--- config.mk ---
export PLATFORM = sky130hd
export DESIGN_NAME = cmu_calib_ui
export DESIGN_NICKNAME = d
export VERILOG_FILES = /design/src/cmu_pkg.sv /design/src/cmu_button.sv /design/src/cmu_calib_ui.sv
export SDC_FILE = /design/constraint.sdc
export NUM_CORES = 2
export LEC_CHECK = 0
export ABC_AREA = 1
export ABC_CLOCK_PERIOD_IN_PS = 30100
export BUFFER_PORTS_ARGS = -buffer_cell sky130_fd_sc_hd__buf_4
export CAP_MARGIN = 0
export CORE_UTILIZATION = 60
export DETAILED_ROUTE_END_ITERATION = 10
export GPL_ROUTABILITY_DRIVEN = 0
export PLACE_DENSITY = 0.83
export SYNTH_ARGS = -nofsm -noshare
export SYNTH_HDL_FRONTEND = slang
export SYNTH_HIERARCHICAL = 1
export SYNTH_SLANG_ARGS = --single-unit
--- constraint.sdc ---
create_clock -name ref_clk -period 30.1 [get_ports ref_clk]
set_input_delay 3.01 -clock ref_clk [delete_from_list [all_inputs] [get_ports ref_clk]]
set_output_delay 3.01 -clock ref_clk [all_outputs]
set_load 0.01 [all_outputs]
--- src/cmu_pkg.sv ---
package cmu_pkg;

  // Clock rate
  localparam int unsigned CLK_HZ  = 50000000;
  localparam int unsigned CLK_KHZ = CLK_HZ / 1000;

  // Times in their own units
  localparam int unsigned IDLE_S        = 60;
  localparam int unsigned REPEAT_S      = 1;
  localparam int unsigned LONG_S        = 2;
  localparam int unsigned SHOW_S        = 2;
  localparam int unsigned FAST_AFTER_MS = 2000;
  localparam int unsigned SLOW_STEP_MS  = 200;
  localparam int unsigned FAST_STEP_MS  = 50;
  localparam int unsigned BRIEF_MS      = 500;

  // Times in clock cycles
  localparam int unsigned IDLE_CYC       = IDLE_S * CLK_HZ;
  localparam int unsigned REPEAT_CYC     = REPEAT_S * CLK_HZ;
  localparam int unsigned LONG_CYC       = LONG_S * CLK_HZ;
  localparam int unsigned SHOW_CYC       = SHOW_S * CLK_HZ;
  localparam int unsigned FAST_AFTER_CYC = REPEAT_CYC + FAST_AFTER_MS * CLK_KHZ;
  localparam int unsigned SLOW_STEP_CYC  = SLOW_STEP_MS * CLK_KHZ;
  localparam int unsigned FAST_STEP_CYC  = FAST_STEP_MS * CLK_KHZ;
  localparam int unsigned BRIEF_CYC      = BRIEF_MS * CLK_KHZ;

  // Value limits and step, signed 16 bit; unity gain 32 bit
  localparam logic signed [15:0] DISP_LO = 16'hF831;
  localparam logic signed [15:0] DISP_HI = 16'h270F;
  localparam logic signed [15:0] GAIN_LO = 16'hD8F1;
  localparam logic signed [15:0] GAIN_HI = 16'h270F;
  localparam logic signed [15:0] ONE_S   = 16'h0001;
  localparam logic signed [31:0] GAIN_ONE = 32'h00002710;

  // Register byte offsets
  localparam logic [7:0] REG_ZERO    = 8'h00;
  localparam logic [7:0] REG_GAIN    = 8'h04;
  localparam logic [7:0] REG_CONFIG  = 8'h08;
  localparam logic [7:0] REG_SWITCH  = 8'h0C;
  localparam logic [7:0] REG_ALARM   = 8'h10;
  localparam logic [7:0] REG_MINREC  = 8'h14;
  localparam logic [7:0] REG_MAXREC  = 8'h18;
  localparam logic [7:0] REG_SHOWN   = 8'h1C;
  localparam logic [7:0] REG_STATUS  = 8'h20;
  localparam logic [7:0] REG_UID     = 8'h24;
  localparam logic [7:0] REG_BUSADDR = 8'h28;

  // Field layout and reset values
  localparam int unsigned CFG_W       = 8;
  localparam int unsigned ADDR_W      = 8;
  localparam logic [31:0] SWITCH_DEF  = 32'h00C80064;
  localparam logic [31:0] ALARM_DEF   = 32'h01F40000;
  localparam logic [7:0]  BUSADDR_DEF = 8'h01;
  // Arbitrary identification value
  localparam logic [31:0] UID_DEF     = 32'h5A3C0001;

  typedef enum logic [3:0] {
    ST_RUN    = 4'b0000,
    ST_ZERO_P = 4'b0001,
    ST_ZERO_E = 4'b0010,
    ST_GAIN_P = 4'b0011,
    ST_GAIN_E = 4'b0100,
    ST_MIN_P  = 4'b0101,
    ST_MIN_S  = 4'b0110,
    ST_MAX_P  = 4'b0111,
    ST_MAX_S  = 4'b1000,
    ST_WIPE_P = 4'b1001
  } cmu_state_type;

  typedef enum logic [2:0] {
    PR_NONE = 3'b000,
    PR_ZERO = 3'b001,
    PR_GAIN = 3'b010,
    PR_MIN  = 3'b011,
    PR_MAX  = 3'b100,
    PR_WIPE = 3'b101
  } cmu_prompt_type;

endpackage : cmu_pkg

--- src/cmu_button.sv ---
`timescale 1ns/10ps
`default_nettype none
module cmu_button
  import cmu_pkg::*;
#(
  parameter int unsigned REP_CYC  = REPEAT_CYC,
  parameter int unsigned FAST_CYC = FAST_AFTER_CYC,
  parameter int unsigned SLOW_PER = SLOW_STEP_CYC,
  parameter int unsigned FAST_PER = FAST_STEP_CYC,
  parameter int unsigned LONG_THR = LONG_CYC
) (
  // Clock and reset
  input  wire logic ref_clk,
  input  wire logic rst,
  // Raw pin, high while pressed
  input  wire logic btn_pin,
  // Decoded events
  output logic      held,
  output logic      step,
  output logic      long_hit,
  output logic      short_rel
);

  logic        meta_q;
  logic        sync_q;
  logic        prev_q;
  logic [31:0] hold_q;
  logic [31:0] rep_q;

  wire         press   = sync_q & ~prev_q;
  wire         rel_w   = ~sync_q & prev_q;
  wire         rolling = sync_q & (hold_q >= REP_CYC);
  wire         fast    = hold_q >= FAST_CYC;
  wire  [31:0] period  = fast ? FAST_PER : SLOW_PER;
  wire         tick    = rolling & (rep_q >= period - 32'h1);

  assign held      = sync_q;
  // Roll speeds up once the hold passes the fast mark
  assign step      = press | tick;
  assign long_hit  = sync_q & (hold_q == LONG_THR - 32'h1);
  assign short_rel = rel_w & (hold_q < LONG_THR);

  always_ff @(posedge ref_clk or posedge rst) begin
    if (rst) begin
      meta_q <= 1'b0;
      sync_q <= 1'b0;
      prev_q <= 1'b0;
      hold_q <= 32'h0;
      rep_q  <= 32'h0;
    end else begin
      meta_q <= btn_pin;
      sync_q <= meta_q;
      prev_q <= sync_q;
      if (!sync_q) begin
        hold_q <= 32'h0;
      end else if (hold_q != 32'hFFFFFFFF) begin
        hold_q <= hold_q + 32'h1;
      end
      rep_q <= (!rolling || tick) ? 32'h0 : rep_q + 32'h1;
    end
  end

endmodule : cmu_button
`default_nettype wire

--- src/cmu_calib_ui.sv ---
// Operation
// Menu idle 60 s: leave, discard edits
// Kind or probe change restores defaults
// Single up or down press steps one
// Hold over 1 s rolls, then faster
// Edited value wraps between its limits
// Down held 2 s opens zero shift prompt
// Select stores zero shift, next goes gain
// Zero shift subtracted from measured value
// Shown equals difference times one plus gain
// Gain in percent, select stores it
// Keep highest and lowest since clear
// Short down: min prompt, minimum 2 s
// Short up: max prompt, maximum 2 s
// Both held 2 s: wipe, load shown value
// Answer only host requests, never unasked
// Hold a unique identification number
// Host assigns bus address, device adopts it
// Release before threshold short, else long
// Compare each shown value with records
//
// Decided for this implementation: the placing of the registers and the APB slave port.
`timescale 1ns/10ps
`default_nettype none
module cmu_calib_ui
  import cmu_pkg::*;
#(
  parameter int unsigned IDLE_T    = IDLE_CYC,
  parameter int unsigned REP_T     = REPEAT_CYC,
  parameter int unsigned FAST_T    = REP_T * (FAST_AFTER_CYC / REPEAT_CYC),
  parameter int unsigned SLOW_P    = SLOW_STEP_CYC,
  parameter int unsigned FAST_P    = SLOW_P / (SLOW_STEP_CYC / FAST_STEP_CYC),
  parameter int unsigned LONG_T    = LONG_CYC,
  parameter int unsigned SHOW_T    = LONG_T * (SHOW_CYC / LONG_CYC),
  parameter int unsigned BRIEF_T   = BRIEF_CYC,
  parameter logic [31:0] UNIT_ID   = UID_DEF
) (
  // Clock and reset
  input  wire logic               ref_clk,
  input  wire logic               rst,
  // APB slave
  input  wire logic               psel,
  input  wire logic               penable,
  input  wire logic               pwrite,
  input  wire logic [7:0]         paddr,
  input  wire logic [31:0]        pwdata,
  output logic      [31:0]        prdata,
  output logic                    pready,
  output logic                    pslverr,
  // Front panel buttons, high while pressed
  input  wire logic               btn_sel,
  input  wire logic               btn_up,
  input  wire logic               btn_dn,
  // Measured value from the converter logic
  input  wire logic signed [15:0] meas_value,
  input  wire logic               meas_valid,
  // Display
  output logic      [15:0]        disp_value,
  output logic      [2:0]         disp_prompt,
  // Serial bus identity
  output logic      [ADDR_W-1:0]  bus_addr
);

  function automatic logic signed [15:0] wrap_step(input logic signed [15:0] v,
                                                   input logic up,
                                                   input logic signed [15:0] lo,
                                                   input logic signed [15:0] hi);
    if (up) begin
      wrap_step = (v >= hi) ? lo : 16'(v + ONE_S);
    end else begin
      wrap_step = (v <= lo) ? hi : 16'(v - ONE_S);
    end
  endfunction : wrap_step

  cmu_state_type      st_q, st_d;
  logic signed [15:0] edit_q, edit_d;
  logic signed [15:0] zero_q;
  logic signed [15:0] gain_q;
  logic signed [15:0] shown_q;
  logic signed [15:0] min_q;
  logic signed [15:0] max_q;
  logic               rec_ok_q;
  logic               upd_q;
  logic               lock_q, lock_d;
  logic               combo_q;
  logic [31:0]        combo_cnt_q;
  logic [31:0]        tmr_q;
  logic [31:0]        idle_q;
  logic [CFG_W-1:0]   cfg_q;
  logic [31:0]        switch_q;
  logic [31:0]        alarm_q;
  logic               tmr_clr;
  logic               wipe_go;
  logic               zero_st;
  logic               gain_st;
  logic [31:0]        rd_mux;
  logic               hit;
  cmu_prompt_type     pr_w;
  logic signed [15:0] val_w;

  // Button decoding
  logic up_held, up_step, up_long, up_short;
  logic dn_held, dn_step, dn_long, dn_short;
  logic sel_held, sel_press;

  cmu_button #(.REP_CYC(REP_T), .FAST_CYC(FAST_T), .SLOW_PER(SLOW_P),
               .FAST_PER(FAST_P), .LONG_THR(LONG_T)) u_up (
    .ref_clk   (ref_clk),
    .rst       (rst),
    .btn_pin   (btn_up),
    .held      (up_held),
    .step      (up_step),
    .long_hit  (up_long),
    .short_rel (up_short)
  );

  cmu_button #(.REP_CYC(REP_T), .FAST_CYC(FAST_T), .SLOW_PER(SLOW_P),
               .FAST_PER(FAST_P), .LONG_THR(LONG_T)) u_dn (
    .ref_clk   (ref_clk),
    .rst       (rst),
    .btn_pin   (btn_dn),
    .held      (dn_held),
    .step      (dn_step),
    .long_hit  (dn_long),
    .short_rel (dn_short)
  );

  cmu_button #(.REP_CYC(REP_T), .FAST_CYC(FAST_T), .SLOW_PER(SLOW_P),
               .FAST_PER(FAST_P), .LONG_THR(LONG_T)) u_sel (
    .ref_clk   (ref_clk),
    .rst       (rst),
    .btn_pin   (btn_sel),
    .held      (sel_held),
    .step      (sel_press),
    .long_hit  (),
    .short_rel ()
  );

  wire any_held   = up_held | dn_held | sel_held;
  wire one_step   = (up_step ^ dn_step) & ~lock_q;
  wire sel_go     = sel_press & ~lock_q;
  wire timeout    = idle_q >= IDLE_T - 32'h1;
  wire brief_done = tmr_q >= BRIEF_T - 32'h1;
  wire show_done  = tmr_q >= SHOW_T - 32'h1;
  wire combo_long = up_held & dn_held & (combo_cnt_q == LONG_T - 32'h1);

  // Correction path: diff is 17 bit, product stays inside 32 bit while gain_q is within GAIN_LO to GAIN_HI
  wire signed [16:0] diff   = 17'(meas_value) - 17'(zero_q);
  wire signed [31:0] factor = GAIN_ONE + 32'(gain_q);
  wire signed [31:0] prod   = 32'(diff) * factor;
  wire signed [31:0] scaled = prod / GAIN_ONE;
  wire signed [15:0] clamped = (scaled > 32'(DISP_HI)) ? DISP_HI :
                               (scaled < 32'(DISP_LO)) ? DISP_LO : 16'(scaled);

  // APB handshake: one wait state, then completion
  wire acc     = psel & penable;
  wire acc_1st = acc & ~pready;
  wire done    = acc & pready;
  wire wr_done = done & pwrite;
  wire cfg_wr  = wr_done & (paddr == REG_CONFIG);
  wire cfg_chg = cfg_wr & (pwdata[CFG_W-1:0] != cfg_q);

  // Menu sequencing
  always_comb begin
    st_d    = st_q;
    edit_d  = edit_q;
    lock_d  = lock_q & any_held;
    tmr_clr = 1'b0;
    wipe_go = 1'b0;
    zero_st = 1'b0;
    gain_st = 1'b0;
    case (st_q)
      ST_RUN: begin
        if (combo_long) begin
          st_d = ST_WIPE_P;
        end else if (dn_long & ~combo_q & ~up_held) begin
          st_d   = ST_ZERO_P;
          lock_d = 1'b1;
        end else if (dn_short & ~combo_q) begin
          st_d = ST_MIN_P;
        end else if (up_short & ~combo_q) begin
          st_d = ST_MAX_P;
        end
      end
      ST_MIN_P: if (brief_done) st_d = ST_MIN_S;
      ST_MIN_S: if (show_done) st_d = ST_RUN;
      ST_MAX_P: if (brief_done) st_d = ST_MAX_S;
      ST_MAX_S: if (show_done) st_d = ST_RUN;
      ST_WIPE_P: begin
        if (brief_done) begin
          st_d    = ST_RUN;
          wipe_go = 1'b1;
        end
      end
      ST_ZERO_P: begin
        if (timeout) begin
          st_d = ST_RUN;
        end else if (sel_go) begin
          st_d = ST_GAIN_P;
        end else if (one_step) begin
          st_d   = ST_ZERO_E;
          edit_d = wrap_step(zero_q, up_step, DISP_LO, DISP_HI);
        end
      end
      ST_ZERO_E: begin
        if (timeout) begin
          st_d = ST_RUN;
        end else if (sel_go) begin
          st_d    = ST_ZERO_P;
          zero_st = 1'b1;
        end else if (one_step) begin
          edit_d = wrap_step(edit_q, up_step, DISP_LO, DISP_HI);
        end
      end
      ST_GAIN_P: begin
        if (timeout || sel_go) begin
          st_d = ST_RUN;
        end else if (one_step) begin
          st_d   = ST_GAIN_E;
          edit_d = wrap_step(gain_q, up_step, GAIN_LO, GAIN_HI);
        end
      end
      ST_GAIN_E: begin
        if (timeout) begin
          st_d = ST_RUN;
        end else if (sel_go) begin
          st_d    = ST_GAIN_P;
          gain_st = 1'b1;
        end else if (one_step) begin
          edit_d = wrap_step(edit_q, up_step, GAIN_LO, GAIN_HI);
        end
      end
      default: st_d = ST_RUN;
    endcase
    if (st_d != st_q) begin
      tmr_clr = 1'b1;
    end
  end

  // Display selection
  assign val_w = (st_q == ST_RUN)    ? shown_q :
                 (st_q == ST_ZERO_E) ? edit_q :
                 (st_q == ST_GAIN_E) ? edit_q :
                 (st_q == ST_MIN_S)  ? min_q :
                 (st_q == ST_MAX_S)  ? max_q : 16'h0000;
  assign pr_w  = (st_q == ST_ZERO_P) ? PR_ZERO :
                 (st_q == ST_GAIN_P) ? PR_GAIN :
                 (st_q == ST_MIN_P)  ? PR_MIN :
                 (st_q == ST_MAX_P)  ? PR_MAX :
                 (st_q == ST_WIPE_P) ? PR_WIPE : PR_NONE;

  // Register read decode
  always_comb begin
    hit    = 1'b1;
    rd_mux = 32'h0;
    if (paddr == REG_ZERO) begin
      rd_mux = 32'(zero_q);
    end else if (paddr == REG_GAIN) begin
      rd_mux = 32'(gain_q);
    end else if (paddr == REG_CONFIG) begin
      rd_mux = 32'(cfg_q);
    end else if (paddr == REG_SWITCH) begin
      rd_mux = switch_q;
    end else if (paddr == REG_ALARM) begin
      rd_mux = alarm_q;
    end else if (paddr == REG_MINREC) begin
      rd_mux = 32'(min_q);
    end else if (paddr == REG_MAXREC) begin
      rd_mux = 32'(max_q);
    end else if (paddr == REG_SHOWN) begin
      rd_mux = 32'(shown_q);
    end else if (paddr == REG_STATUS) begin
      rd_mux = {26'h0, rec_ok_q, lock_q, st_q};
    end else if (paddr == REG_UID) begin
      rd_mux = UNIT_ID;
    end else if (paddr == REG_BUSADDR) begin
      rd_mux = 32'(bus_addr);
    end else begin
      hit = 1'b0;
    end
  end

  // Bus slave: data and ready only inside a host transfer
  always_ff @(posedge ref_clk or posedge rst) begin
    if (rst) begin
      pready  <= 1'b0;
      pslverr <= 1'b0;
      prdata  <= 32'h0;
    end else begin
      pready  <= acc_1st;
      pslverr <= acc_1st & ~hit;
      prdata  <= (acc_1st & ~pwrite) ? rd_mux : 32'h0;
    end
  end

  // Settings written by the host
  always_ff @(posedge ref_clk or posedge rst) begin
    if (rst) begin
      cfg_q    <= '0;
      switch_q <= SWITCH_DEF;
      alarm_q  <= ALARM_DEF;
      bus_addr <= BUSADDR_DEF;
    end else begin
      if (cfg_wr) cfg_q <= pwdata[CFG_W-1:0];
      if (cfg_chg) begin
        switch_q <= SWITCH_DEF;
        alarm_q  <= ALARM_DEF;
      end else if (wr_done && paddr == REG_SWITCH) begin
        switch_q <= pwdata;
      end else if (wr_done && paddr == REG_ALARM) begin
        alarm_q <= pwdata;
      end
      if (wr_done && paddr == REG_BUSADDR) bus_addr <= pwdata[ADDR_W-1:0];
    end
  end

  // Calibration values; a panel store wins over a host write
  always_ff @(posedge ref_clk or posedge rst) begin
    if (rst) begin
      zero_q <= 16'h0000;
      gain_q <= 16'h0000;
    end else begin
      if (zero_st) zero_q <= edit_q;
      else if (wr_done && paddr == REG_ZERO) zero_q <= pwdata[15:0];
      if (gain_st) gain_q <= edit_q;
      else if (wr_done && paddr == REG_GAIN) gain_q <= pwdata[15:0];
    end
  end

  // Menu state and timers
  always_ff @(posedge ref_clk or posedge rst) begin
    if (rst) begin
      st_q        <= ST_RUN;
      edit_q      <= 16'h0000;
      lock_q      <= 1'b0;
      combo_q     <= 1'b0;
      combo_cnt_q <= 32'h0;
      tmr_q       <= 32'h0;
      idle_q      <= 32'h0;
    end else begin
      st_q        <= st_d;
      edit_q      <= edit_d;
      lock_q      <= lock_d;
      // A combo hold must not also count as a short press on release
      combo_q     <= (combo_q & (up_held | dn_held)) | (up_held & dn_held);
      combo_cnt_q <= (up_held & dn_held) ? combo_cnt_q + 32'h1 : 32'h0;
      tmr_q       <= tmr_clr ? 32'h0 : tmr_q + 32'h1;
      idle_q      <= (any_held || st_q == ST_RUN) ? 32'h0 : idle_q + 32'h1;
    end
  end

  // Shown value and extreme records
  always_ff @(posedge ref_clk or posedge rst) begin
    if (rst) begin
      shown_q  <= 16'h0000;
      upd_q    <= 1'b0;
      min_q    <= 16'h0000;
      max_q    <= 16'h0000;
      rec_ok_q <= 1'b0;
    end else begin
      upd_q <= meas_valid;
      if (meas_valid) shown_q <= clamped;
      if (wipe_go) begin
        min_q    <= shown_q;
        max_q    <= shown_q;
        rec_ok_q <= 1'b1;
      end else if (upd_q) begin
        rec_ok_q <= 1'b1;
        if (!rec_ok_q || shown_q < min_q) min_q <= shown_q;
        if (!rec_ok_q || shown_q > max_q) max_q <= shown_q;
      end
    end
  end

  // Display outputs
  always_ff @(posedge ref_clk or posedge rst) begin
    if (rst) begin
      disp_value  <= 16'h0000;
      disp_prompt <= PR_NONE;
    end else begin
      disp_value  <= val_w;
      disp_prompt <= pr_w;
    end
  end

endmodule : cmu_calib_ui
`default_nettype wire

==> out/metrics.csv <==
metric;value;unit
status;completed;
CTS root buffer;clkbuf_16;
layout cells sized above 1;0.1299;
clock skew;0.03630;ns
latest clock arrival within the worst-skew pair;0.63;ns
Mean Syn Cell Area;7.027;um^2
GR Overflow Total;0;
cell family with most CP delay;simple AND/OR/NAND/NOR gates;
Reg2Reg Depth;159;
number of CTS-inserted buffers;53;
DP Worst Slack;1.969;ns
Remaining DRCs;0;
Top Ports;126;
post-layout util;0.6421;
post-cts hold buffer count;0;
Final min period;27.84;ns
CP most frequent cell;nand2_1;
synthesized area;0.05549;mm^2
Worst setup SP type;input pin;
htree depth;2;
Longest Clk Path Bufs;3;
Ys Warns;6;
chip height;306.1;um
cell count along the critical path;151;
Req. time, crit path;30.60;ns
worst hold path stage count;0;
Final nets;8482;
Max Fclk;0.03592;GHz
first-pass GRT wire length;254.7;mm
Die Area;0.09371;mm^2
max-cap viol count;0;
Worst Path Buf+Inv;12;
I/O Buffers;125;
Post-Syn Instances;7897;
largest net degree at the start of global routing;128;
Area Growth Syn to Fin;6.065;%
setup bufs post-CTS;0;
Pre-antenna DRT Iters;9;
RSZ-0062 raised after global routing;false;
Clock Pin Slew Worst Setup and Hold Paths;0.07;ns
Routed wire per std cell;16.91;um
Finished Layout Cells;9167;
max-slew violations;0;
post-cts resize count;0;
CP peak stage delay;0.57;ns
Vias;52790;
Via density;5.759;
chip width;306.1;um
relative slew slack;0.07899;
period utilization;0.9248;
Worst EP arrival;28.34;ns
Crit Path Class;in2reg;
CTS sink cnt;534;
final setup TNS;0;ns
Crit-path slowest cell;clkinv_1;
placed cell count;9069;
initial antenna violation count;0;
Tightest Pin Transition;1.376;ns
Hold Fails Final Rpt;0;
Min-Delay Path Class;reg2reg;
Core ar.;0.09166;mm^2
number of global-route vias before repair;50870;
HPWL after DPL;121.2;mm
Initial Util;0.6054;
Post-Route WL;155.0;mm
antenna-violating nets left;0;
Setup Viol. Count Final;0;
Max Fanout on Critical Path;19;
worst setup margin;2.264;ns
initial detailed-routing violation count;5742;
CTS tree;yes;
gr usage total;0.3315;
CP Capture Type;flip-flop;
Rows;111;
routing by layer:
layer,GRT usage,wire length [um]
met5,0,0
met4,0.1501,7896
met3,0.06809,15800
met2,0.5358,69900
met1,0.4285,61440
layout by cell type, fill, tap and decap left out, types with 18 or more instances in the layout:
cell type	count
nor2_1	903
nor3_1	141
or2_2	36
nor2_4	48
nand3_2	54
inv_2	87
o221ai_1	57
clkinv_1	24
nand3b_1	18
xor2_1	166
nand2_2	190
xnor2_1	32
nand2_4	139
fa_1	283
inv_1	1157
buf_4	157
conb_1	21
a211oi_1	25
clkbuf_16	55
nand3_1	553
a221oi_1	18
nor4_1	25
nand2_1	2002
nor2_2	52
dfrtp_1	521
nor3_2	68
nand4_1	128
ha_1	196
o21ai_0	314
a21oi_1	214
cell type report:
class	count	area (um^2)
fillers	7931	32800
multi-input cells	5902	36060
repair buffers	157	1179
clock inverters	23	239.0
inverters	1290	4979
clock buffers	74	1538
diodes	1	2.502
well taps	1186	1484
flip-flops and latches	534	13380
final timing paths:
path                          startpoint           to  slack [ns]
max in group asynchronous            rst  alarm_q[26]       25.89
min reg2reg                  u_up/meta_q    u_up/held        0.35
min in group asynchronous            rst   prdata[16]        2.62
min                          u_up/meta_q    u_up/held        0.35
max                        meas_value[0]   shown_q[9]        2.26
max reg2reg                    zero_q[3]   shown_q[9]        3.93
sequential cells by signal, summed over array words and instances, names as in the netlist, 32 cells and up:
| name | flops |
|---|---|
| tmr_q | 32 |
| u_sel/rep_q | 32 |
| u_up/hold_q | 32 |
| u_dn/hold_q | 32 |
| u_dn/rep_q | 32 |
| prdata | 32 |
| u_up/rep_q | 32 |
| u_sel/hold_q | 32 |
| combo_cnt_q | 32 |
| alarm_q | 32 |
| idle_q | 32 |
| switch_q | 32 |
metrics by stage:
stage,hold slack [ns],area [um^2]
after floorplan,0.3312,55560
after global placement,0.3317,57070
after detailed placement,0.3371,57070
after CTS,0.3525,58850
after global routing,0.3615,58860
final,0.3523,58860
Power is left out: the tool's default activity adds up to more than one toggle a clock period on the data nets, which glitch-free logic cannot reach.
